[config.mk]
export PLATFORM = sky130hd
export DESIGN_NAME = serial_memory_spi_command_front
export DESIGN_NICKNAME = d
export VERILOG_FILES = /design/src/spi_front_pkg.sv /design/src/serial_memory_spi_command_front.sv
export SDC_FILE = /design/constraint.sdc
export NUM_CORES = 1
export LEC_CHECK = 0
export BUFFER_PORTS_ARGS = -buffer_cell sky130_fd_sc_hd__buf_2
export CAP_MARGIN = 25
export CORE_MARGIN = 2
export CORE_UTILIZATION = 55
export DETAILED_ROUTE_END_ITERATION = 7
export PLACE_DENSITY = 0.84
export SYNTH_ARGS = -nofsm -noshare
export SYNTH_HDL_FRONTEND = slang
export SYNTH_SLANG_ARGS = --single-unit
[constraint.sdc]
create_clock -name clk -period 2.1 [get_ports clk]
set_input_delay 0.42 -clock clk [delete_from_list [all_inputs] [get_ports clk]]
set_output_delay 0.42 -clock clk [all_outputs]
set_load 0.005 [all_outputs]
[src/spi_front_pkg.sv]
// Constants, opcodes and state codes of the serial memory command front.
// Assumes a single system clock domain; the link pins are synchronised.
package spi_front_pkg;

  // ----------------------------------------------------------------
  // Operation codes
  // ----------------------------------------------------------------
  localparam logic [7:0] OP_WRITE = 8'h02;
  localparam logic [7:0] OP_READ = 8'h03;
  localparam logic [7:0] OP_CLEAR_WE = 8'h04;
  localparam logic [7:0] OP_STATUS_READ = 8'h05;
  localparam logic [7:0] OP_SET_WE = 8'h06;
  localparam logic [7:0] OP_FAST_READ = 8'h0b;
  localparam logic [7:0] OP_PAGE_ERASE = 8'h42;
  localparam logic [7:0] OP_CHIP_ERASE_A = 8'h60;
  localparam logic [7:0] OP_CHIP_ERASE_B = 8'hc7;
  localparam logic [7:0] OP_POWER_DOWN = 8'hb9;
  localparam logic [7:0] OP_WAKE_UP = 8'hab;

  // ----------------------------------------------------------------
  // Status byte layout
  // ----------------------------------------------------------------
  localparam int STATUS_BUSY_BIT = 0;
  localparam int STATUS_WEL_BIT = 1;
  localparam logic [7:0] STATUS_RESERVED = 8'h00;

  // ----------------------------------------------------------------
  // Framing
  // ----------------------------------------------------------------
  localparam int BYTE_BITS = 8;
  localparam int ADDR_BITS_USED = 12;
  localparam int ADDR_BITS_SENT = 16;
  localparam logic [2:0] LAST_BIT = 3'h7;
  localparam logic [2:0] BYTE_CNT_MAX = 3'h7;
  localparam logic [2:0] ADDR_DONE_CNT = 3'h2;
  localparam logic [2:0] WRITE_MIN_BYTES = 3'h4;
  localparam logic [2:0] PAGE_ERASE_BYTES = 3'h3;

  // ----------------------------------------------------------------
  // Reset values
  // ----------------------------------------------------------------
  localparam logic WEL_RESET = 1'b0;
  localparam logic POWER_DOWN_RESET = 1'b0;

  // ----------------------------------------------------------------
  // Protocol states
  // ----------------------------------------------------------------
  typedef enum logic [2:0] {
    st_idle = 3'b000,
    st_opcode = 3'b001,
    st_addr = 3'b010,
    st_dummy = 3'b011,
    st_read = 3'b100,
    st_status = 3'b101,
    st_absorb = 3'b110,
    st_ignore = 3'b111
  } front_state_t;

endpackage

[src/serial_memory_spi_command_front.sv]
// SPI slave command front of a small serial memory.
// Assumes pins arrive asynchronous to clk; memory read data is valid
// the cycle after mem_rd is seen high; busy_in comes from clk logic.
//
// Contract
// - Modes 0 and 3 only, either idle level
// - Sample on rising, present on falling edge
// - MSB first, first byte is instruction
// - Read, fast read, status read framing
// - Write, page erase, chip erase framing
// - Decode no-argument opcodes
// - Status: busy bit0, latch bit1, rest zero
// - Busy shows program or erase running
// - Latch clear at reset; refuse writes
// - Successful write-type commands clear latch
// - Partial byte at deselect: no effect (wake-up still acts at the last bit of its opcode)
// - Write-disable clears latch unless busy
// - Status byte repeats while selected
// - Full 16-bit address, low 12 used
// - Ignore input, shift addressed byte out
// - Increment address per byte, wrap
// - Deselected: ignore input, output released
`timescale 1ns/1ps
`default_nettype none

module serial_memory_spi_command_front #(
  parameter int ADDR_W = spi_front_pkg::ADDR_BITS_USED
) (
  input wire logic clk,
  input wire logic srst,
  input wire logic cs_n,
  input wire logic sck,
  input wire logic serial_in,
  input wire logic busy_in,
  input wire logic [7:0] mem_rdata,
  output logic serial_out,
  output logic serial_out_oe_n,
  output logic [ADDR_W-1:0] mem_addr,
  output logic mem_rd,
  output logic prog_start,
  output logic [7:0] prog_op,
  output logic [ADDR_W-1:0] prog_addr,
  output logic write_enable_latch,
  output logic power_down
);

  // ----------------------------------------------------------------
  // Pin synchronisers
  // ----------------------------------------------------------------
  logic cs_s1_r, cs_s2_r, cs_d_r;
  logic sck_s1_r, sck_s2_r, sck_d_r;
  logic sin_s1_r, sin_s2_r;

  always_ff @(posedge clk) begin
    if (srst) begin
      cs_s1_r <= 1'b1;
      cs_s2_r <= 1'b1;
      cs_d_r <= 1'b1;
      sck_s1_r <= 1'b0;
      sck_s2_r <= 1'b0;
      sck_d_r <= 1'b0;
      sin_s1_r <= 1'b0;
      sin_s2_r <= 1'b0;
    end else begin
      cs_s1_r <= cs_n;
      cs_s2_r <= cs_s1_r;
      cs_d_r <= cs_s2_r;
      sck_s1_r <= sck;
      sck_s2_r <= sck_s1_r;
      sck_d_r <= sck_s2_r;
      sin_s1_r <= serial_in;
      sin_s2_r <= sin_s1_r;
    end
  end

  logic cs_rise, cs_fall, sck_rise, sck_fall;
  // Only edges count, so either idle level of the clock works
  assign cs_rise = cs_s2_r & ~cs_d_r;
  assign cs_fall = ~cs_s2_r & cs_d_r;
  assign sck_rise = sck_s2_r & ~sck_d_r;
  assign sck_fall = ~sck_s2_r & sck_d_r;

  // ----------------------------------------------------------------
  // Protocol state
  // ----------------------------------------------------------------
  spi_front_pkg::front_state_t state_r, state_nxt;
  logic [2:0] bit_cnt_r, bit_cnt_nxt;
  logic [2:0] byte_cnt_r, byte_cnt_nxt;
  logic [7:0] op_r, op_nxt;
  logic [spi_front_pkg::ADDR_BITS_SENT-1:0] rx_r, rx_nxt;
  logic [7:0] tx_r, tx_nxt;
  logic out_r, out_nxt;
  logic oe_n_r, oe_n_nxt;
  logic [ADDR_W-1:0] addr_r, addr_nxt;
  logic mem_rd_r, mem_rd_nxt;
  logic load_r, load_nxt;
  logic wel_r, wel_nxt;
  logic pd_r, pd_nxt;
  logic prog_start_r, prog_start_nxt;
  logic [7:0] prog_op_r, prog_op_nxt;
  logic [ADDR_W-1:0] prog_addr_r, prog_addr_nxt;

  logic [7:0] status_byte;
  logic [7:0] rx_byte;
  logic [spi_front_pkg::ADDR_BITS_SENT-1:0] rx_word;
  logic last_bit;

  always_comb begin
    status_byte = spi_front_pkg::STATUS_RESERVED;
    status_byte[spi_front_pkg::STATUS_WEL_BIT] = wel_r;
    status_byte[spi_front_pkg::STATUS_BUSY_BIT] = busy_in;
  end

  // MSB first: new bit enters at the bottom
  assign rx_word = {rx_r[spi_front_pkg::ADDR_BITS_SENT-2:0], sin_s2_r};
  assign rx_byte = rx_word[spi_front_pkg::BYTE_BITS-1:0];
  assign last_bit = (bit_cnt_r == spi_front_pkg::LAST_BIT);

  // ----------------------------------------------------------------
  // Next-state logic
  // ----------------------------------------------------------------
  always_comb begin
    state_nxt = state_r;
    bit_cnt_nxt = bit_cnt_r;
    byte_cnt_nxt = byte_cnt_r;
    op_nxt = op_r;
    rx_nxt = rx_r;
    tx_nxt = tx_r;
    out_nxt = out_r;
    oe_n_nxt = oe_n_r;
    addr_nxt = addr_r;
    mem_rd_nxt = 1'b0;
    load_nxt = mem_rd_r;
    wel_nxt = wel_r;
    pd_nxt = pd_r;
    prog_start_nxt = 1'b0;
    prog_op_nxt = prog_op_r;
    prog_addr_nxt = prog_addr_r;

    if (load_r) begin
      tx_nxt = mem_rdata;
    end

    if (cs_s2_r) begin
      // Deselected: input ignored, output released
      state_nxt = spi_front_pkg::st_idle;
      oe_n_nxt = 1'b1;
      bit_cnt_nxt = 3'h0;
      byte_cnt_nxt = 3'h0;
      // Effects only when a whole number of bytes arrived
      if (cs_rise && state_r == spi_front_pkg::st_absorb &&
          bit_cnt_r == 3'h0) begin
        case (op_r)
          spi_front_pkg::OP_SET_WE: begin
            wel_nxt = 1'b1;
          end
          spi_front_pkg::OP_CLEAR_WE: begin
            wel_nxt = 1'b0;
          end
          spi_front_pkg::OP_POWER_DOWN: begin
            pd_nxt = 1'b1;
            wel_nxt = 1'b0;
          end
          spi_front_pkg::OP_WRITE: begin
            if (wel_r && byte_cnt_r >= spi_front_pkg::WRITE_MIN_BYTES) begin
              prog_start_nxt = 1'b1;
              wel_nxt = 1'b0;
            end
          end
          spi_front_pkg::OP_PAGE_ERASE: begin
            if (wel_r &&
                byte_cnt_r >= spi_front_pkg::PAGE_ERASE_BYTES) begin
              prog_start_nxt = 1'b1;
              wel_nxt = 1'b0;
            end
          end
          spi_front_pkg::OP_CHIP_ERASE_A,
          spi_front_pkg::OP_CHIP_ERASE_B: begin
            if (wel_r) begin
              prog_start_nxt = 1'b1;
              wel_nxt = 1'b0;
            end
          end
          default: begin
          end
        endcase
        if (prog_start_nxt) begin
          prog_op_nxt = op_r;
        end
      end
    end else if (cs_fall) begin
      state_nxt = spi_front_pkg::st_opcode;
      bit_cnt_nxt = 3'h0;
      byte_cnt_nxt = 3'h0;
    end else if (sck_rise) begin
      rx_nxt = rx_word;
      bit_cnt_nxt = bit_cnt_r + 3'h1;
      if (last_bit && byte_cnt_r != spi_front_pkg::BYTE_CNT_MAX) begin
        byte_cnt_nxt = byte_cnt_r + 3'h1;
      end
      case (state_r)
        spi_front_pkg::st_opcode: begin
          if (last_bit) begin
            op_nxt = rx_byte;
            state_nxt = spi_front_pkg::st_ignore;
            if (pd_r) begin
              if (rx_byte == spi_front_pkg::OP_WAKE_UP) begin
                pd_nxt = 1'b0;
              end
            end else if (busy_in &&
                         rx_byte != spi_front_pkg::OP_STATUS_READ) begin
              state_nxt = spi_front_pkg::st_ignore;
            end else begin
              case (rx_byte)
                spi_front_pkg::OP_READ,
                spi_front_pkg::OP_FAST_READ: begin
                  state_nxt = spi_front_pkg::st_addr;
                end
                spi_front_pkg::OP_STATUS_READ: begin
                  state_nxt = spi_front_pkg::st_status;
                  tx_nxt = status_byte;
                end
                spi_front_pkg::OP_WRITE,
                spi_front_pkg::OP_PAGE_ERASE,
                spi_front_pkg::OP_CHIP_ERASE_A,
                spi_front_pkg::OP_CHIP_ERASE_B: begin
                  state_nxt = spi_front_pkg::st_absorb;
                end
                spi_front_pkg::OP_SET_WE,
                spi_front_pkg::OP_CLEAR_WE,
                spi_front_pkg::OP_POWER_DOWN: begin
                  state_nxt = spi_front_pkg::st_absorb;
                end
                default: begin
                  state_nxt = spi_front_pkg::st_ignore;
                end
              endcase
            end
          end
        end
        spi_front_pkg::st_addr: begin
          if (last_bit && byte_cnt_r == spi_front_pkg::ADDR_DONE_CNT) begin
            addr_nxt = rx_word[ADDR_W-1:0];
            if (op_r == spi_front_pkg::OP_FAST_READ) begin
              state_nxt = spi_front_pkg::st_dummy;
            end else begin
              state_nxt = spi_front_pkg::st_read;
              mem_rd_nxt = 1'b1;
            end
          end
        end
        spi_front_pkg::st_dummy: begin
          if (last_bit) begin
            state_nxt = spi_front_pkg::st_read;
            mem_rd_nxt = 1'b1;
          end
        end
        spi_front_pkg::st_read: begin
          // Input ignored; next byte fetched at each byte end
          if (last_bit) begin
            addr_nxt = addr_r + {{(ADDR_W-1){1'b0}}, 1'b1};
            mem_rd_nxt = 1'b1;
          end
        end
        spi_front_pkg::st_status: begin
          if (last_bit) begin
            tx_nxt = status_byte;
          end
        end
        spi_front_pkg::st_absorb: begin
          if (last_bit && byte_cnt_r == spi_front_pkg::ADDR_DONE_CNT) begin
            prog_addr_nxt = rx_word[ADDR_W-1:0];
          end
        end
        default: begin
        end
      endcase
    end else if (sck_fall) begin
      if (state_r == spi_front_pkg::st_read ||
          state_r == spi_front_pkg::st_status) begin
        out_nxt = tx_r[7];
        tx_nxt = {tx_r[6:0], 1'b0};
        oe_n_nxt = 1'b0;
      end
    end
  end

  // ----------------------------------------------------------------
  // State registers
  // ----------------------------------------------------------------
  always_ff @(posedge clk) begin
    if (srst) begin
      state_r <= spi_front_pkg::st_idle;
      bit_cnt_r <= 3'h0;
      byte_cnt_r <= 3'h0;
      op_r <= 8'h00;
      rx_r <= 16'h0000;
      tx_r <= 8'h00;
      out_r <= 1'b0;
      oe_n_r <= 1'b1;
      addr_r <= '0;
      mem_rd_r <= 1'b0;
      load_r <= 1'b0;
      wel_r <= spi_front_pkg::WEL_RESET;
      pd_r <= spi_front_pkg::POWER_DOWN_RESET;
      prog_start_r <= 1'b0;
      prog_op_r <= 8'h00;
      prog_addr_r <= '0;
    end else begin
      state_r <= state_nxt;
      bit_cnt_r <= bit_cnt_nxt;
      byte_cnt_r <= byte_cnt_nxt;
      op_r <= op_nxt;
      rx_r <= rx_nxt;
      tx_r <= tx_nxt;
      out_r <= out_nxt;
      oe_n_r <= oe_n_nxt;
      addr_r <= addr_nxt;
      mem_rd_r <= mem_rd_nxt;
      load_r <= load_nxt;
      wel_r <= wel_nxt;
      pd_r <= pd_nxt;
      prog_start_r <= prog_start_nxt;
      prog_op_r <= prog_op_nxt;
      prog_addr_r <= prog_addr_nxt;
    end
  end

  // ----------------------------------------------------------------
  // Outputs
  // ----------------------------------------------------------------
  assign serial_out = out_r;
  assign serial_out_oe_n = oe_n_r;
  assign mem_addr = addr_r;
  assign mem_rd = mem_rd_r;
  assign prog_start = prog_start_r;
  assign prog_op = prog_op_r;
  assign prog_addr = prog_addr_r;
  assign write_enable_latch = wel_r;
  assign power_down = pd_r;

endmodule

`default_nettype wire

# Yosys cells after proc, flatten, opt, wreduce, memory -nomap -nowiden
# Cells that the tools add are included.
# word_totals
register_bits,83
output_inout_bits,38
# classes
n_addsub,3
n_lt_le_gt_ge,2
n_eq_ne,41
n_mux,47
bitwise,11
reduce_logical,38
# ops
op,count
8-bit 2-to-1 mux,11
"8-bit by 3-bit == test with 1-bit output, second input constant",5
"8-bit == test, second input constant",5
"8-bit by 7-bit == test with 1-bit output, second input constant",4
5-bit AND reduction,6
"8-bit by 2-bit == test with 1-bit output, second input constant",3
12-bit 2-to-1 mux,2
12-bit case mux with 2 select lines,1
1-bit 2-to-1 mux,21
3-bit 2-to-1 mux,6
3-bit case mux with 3 select lines,2
"8-bit by 4-bit == test with 1-bit output, second input constant",2
8-bit case mux with 2 select lines,1
"2-bit inequality test, second input constant",7
"12-bit by 1-bit adder with 12-bit output, second input constant",1
"3-bit == test, second input constant",4
"3-bit inequality test, second input constant",4
6-bit AND reduction,2
2-bit nonzero test,5
"3-bit by 2-bit == test with 1-bit output, second input constant",3
"8-bit by 3-bit inequality test with 1-bit output, second input constant",1
4-bit nonzero test,2
2-bit OR reduction,4
4-bit OR reduction,2
other kinds (19),38

# Depth between registers and ports, before layout
# logic_depth
depth_word,9
depth_mapped,8

# Worst setup path before layout
# Ideal clock, no wire load.
# synth_path
path_type,register to register
from,reg bit_cnt_r[0]
to,reg addr_r[0] (netlist: mem_addr[0])
setup_time_ns,0.074
t_arrival_ns,1.706
path_slack_ns,0.319
stages_incl_launch_ff,7
n_path_buf,1
period_less_slack_ns,1.781
path_cell_list,dfxtp_1 ha_1 ha_1 clkbuf_1 o2111ai_1 or3_1 a31oi_1
# synth_via
elab_chain_len,4
# synth_lines
element,line,source
from (decl),serial_memory_spi_command_front.sv:87,"logic [2:0] bit_cnt_r, bit_cnt_nxt;"
from (signal assigned),serial_memory_spi_command_front.sv:311,bit_cnt_r <= bit_cnt_nxt;
3-bit == test *,serial_memory_spi_command_front.sv:117,assign last_bit = (bit_cnt_r == spi_front_pkg::LAST_BIT);
1-bit logical AND,serial_memory_spi_command_front.sv:242,if (last_bit && byte_cnt_r == spi_front_pkg::ADDR_DONE_CNT) begin
2-bit inequality test (no line),-,
6-bit AND reduction (no line) *,-,
to (signal assigned),serial_memory_spi_command_front.sv:318,addr_r <= addr_nxt;
to (decl),serial_memory_spi_command_front.sv:94,"logic [ADDR_W-1:0] addr_r, addr_nxt;"
# Mark *: on every way between the ends. The rest lies on a longest branch, timed or not.
# A chain may end at the register's enable or synchronous reset.

# Final worst setup path
# layout_path
from,reg byte_cnt_r[1]
to,reg addr_r[0] (netlist: mem_addr[0])
# layout_via
elab_chain_len,4
# layout_lines
element,line,source
from (decl),serial_memory_spi_command_front.sv:88,"logic [2:0] byte_cnt_r, byte_cnt_nxt;"
from (signal assigned),serial_memory_spi_command_front.sv:312,byte_cnt_r <= byte_cnt_nxt;
3-bit by 2-bit == test with 1-bit output,serial_memory_spi_command_front.sv:242,
1-bit logical AND,serial_memory_spi_command_front.sv:242,
2-bit inequality test (no line),-,
6-bit AND reduction (no line),-,
# No other way between the ends.

==> metrics.csv <==
metric;value;unit
multi-input logic area;2140;µm²
Antenna diodes;0;
Reg clk slew, reported paths;0.08;ns
RD Place Congestion;0.862;
final setup fails;0;
synthesized area per cell;8.48;µm²
placed cell area;4350;µm²
ys async rst share;0;%
Total Wirelength;9470;µm
commonest non-fill, non-tap cell in the layout;dfxtp_1;
first-pass GRT wire length;16100;µm
drt wl/cell;15.4;µm
critical-path maximum fanout;5;
Synth cell types;60;
P_leak;1.79;nW
worst r2r src;byte_cnt_r[1]$_SDFFE_PP0P_;
post-synth net total;489;
largest net degree at the start of global routing;68;
max_cap viols;0;
crit start category;register;
1st-iter DRT viols;307;
#FFs+latches synth;83;
Critical Path End Type;register;
Hold Path Cell Cnt;2;
Final Util;66.3;%
Rows;30;
Final Max Slew Viols;0;
Max VDD drop;0.000457;V
most area-hungry cell type in the Yosys netlist;dfxtp_1;
core footprint;6870;µm²
I/O pins;52;
top cells by area, synth;dfxtp_1 (42%), mux2i_1 (7.1%), nand2_1 (5.8%);
R2R Path End;mem_addr[0]$_SDFFE_PP0P_;
Via-to-Cell Ratio;5.82;
TNS Setup;0;ns
starting density of the core;57.6;%
Worst setup endpoint;mem_addr[0]$_SDFFE_PP0P_;
# fillers;591;
CTS tree;built;
# DRC;0;
clk_lat worst skew;0.36;ns
clk sinks;83;
total global-route track usage;25.7;%
share of the synthesized area in the top cell type;42.0;%
area of the die;7890;µm²
mapped cell area;3960;µm²
die height;88.8;µm
Worst Hold Class;in -> reg;
Final Skew;0.00760;ns
EDFF count, synth;0;
vias in the first global route;3573;
register area;1660;µm²
Crit Path Class;reg -> reg;
Slew @ Worst Pin;0.662;ns
Die W;88.8;µm
area delta synth->final;15.0;%
Max Root-Sink Buffers;2;
max_slew headroom;55.9;%
Final min period;1.99;ns
worst endpoint required time;2.38;ns
H-tree depth;3;
Antenna Nets Post-Route;0;
most frequent cells in the layout;dfxtp_1 (82), nand2_1 (61), buf_2 (51);
via count;3580;
Final Hold Fails;0;
DRT Pass-1 Iters;7;
Critical Path Start;byte_cnt_r[1]$_SDFFE_PP0P_;
synthesis warning total;0;
nets@finish;537;
layout cells sized above 1;20.0;%
Detailed Place HPWL;6600;µm
cts hold-fix bufs;0;
PnR Total Power;2.71;mW
Worst R2R Setup Slack;0.11;ns
CTS Buf Count;9;
r2r worst-path depth;5;
synthesized instance count;467;
Port Buffers;51;
worst hold slack;0.245;ns
Finished Cell Area;4550;µm²
gr ovfl total;0;
fmax;0.503;GHz
Clock Tree Root;clkbuf_8;
Seq/Total Area, Yosys;42.0;%
Worst EP arrival;2.27;ns
pwr dens;596;nW/µm²
period utilisation layout;94.6;%
status;complete, no violations;
top_reg_cell synth;dfxtp_1;
initial antenna violation count;0;
worst max-delay path, cell delays in order (launching register included):
cell and delay (ns):
dfxtp_1 0.39, ha_1 0.24, nor4bb_2 0.39, o2111ai_1 0.32, or3_1 0.41, a31oi_1 0.17
worst min path at each step:
stage,to,startpoint,slack (ns)
2_1_floorplan,cs_s2_r$_SDFF_PP1_,cs_s1_r$_SDFF_PP1_,0.39
3_3_place_gp,cs_s2_r$_SDFF_PP1_,cs_s1_r$_SDFF_PP1_,0.41
3_5_place_dp,cs_s2_r$_SDFF_PP1_,cs_s1_r$_SDFF_PP1_,0.40
4_1_cts,cs_s1_r$_SDFF_PP1_,cs_n,0.24
5_1_grt,cs_s1_r$_SDFF_PP1_,cs_n,0.26
6_report,cs_s1_r$_SDFF_PP1_,cs_n,0.25
routing by layer:
| metal | GRT usage [%] | up-vias | wire length, µm |
|---|---|---|---|
| met3 | 6.34 | 18 | 509 |
| met1 | 31.4 | 1697 | 4170 |
| met5 | 0 | - | 0 |
| met2 | 44.0 | 113 | 4660 |
| li1 | - | 1752 | - |
| met4 | 9.23 | 0 | 137 |
where the power goes:
part | internal, mW | switching, mW | leakage (nW)
Sequential | 1.58 | 0.00589 | 0.670
Combinational | 0.0244 | 0.0376 | 1.03
Clock | 0.517 | 0.550 | 0.0953
Total | 2.12 | 0.594 | 1.79
timing repair:
item | 4_1_cts | 5_1_grt
setup endpoints to repair | 0 | 28
resized for setup | 0 | 5
setup buffers | 0 | 0
synth_stat cells, drive strengths merged (3+ instances only):
library cell	number
dfxtp	83
clkbuf	21
ha	8
nand3b	3
and3	7
nor3	9
mux2i	28
nor4bb	3
nor2b	12
a211oi	5
nor2	46
a31oi	4
a2111oi	3
mux2	3
nand3	18
inv	8
a22oi	5
nor3b	3
nand4b	4
nand4	5
a21oi	34
and2	4
or2	6
nand2	61
nand2b	4
nor4b	5
or3	3
a21o	3
and4	3
buf	12
o21ai	21
state kept, by name (all words and copies together), names as in the netlist, 3 cells and up:
name	count
rx_r	11
prog_op	8
byte_cnt_r	3
mem_addr	12
bit_cnt_r	3
prog_addr	12
op_r	8
tx_r	8
state_r	3
metrics by stage:
step	setup WS, ns	cells
after floorplan	0.319	467
after CTS	0.0180	615
after global placement	0.107	600
after global routing	-0.0105	615
final	0.114	615
after detailed placement	0.0576	600
final cells by class:
| type | count | area share (%) |
|---|---|---|
| well taps | 96 | 2.64 |
| clock buffers | 13 | 3.71 |
| clock inverters | 2 | 0.220 |
| inverters | 8 | 0.659 |
| repair buffers | 70 | 9.29 |
| flip-flops and latches | 83 | 36.5 |
| multi-input cells | 343 | 47.0 |
cell families (layout without fill, tap and decap cells):
logic type	count (synthesis)	after routing	synth area share, %
AND/OR/NAND/NOR	207	207	27.4
AO/OA/AOI/OAI	95	95	15.1
flip-flops	83	83	42.0
buffers and inverters	41	93	4.58
multiplexers	31	31	7.93
adder cells (fa/ha/maj)	8	8	2.53
XOR/XNOR	2	2	0.443
No activity file was read; power rests on OpenSTA's default activity.
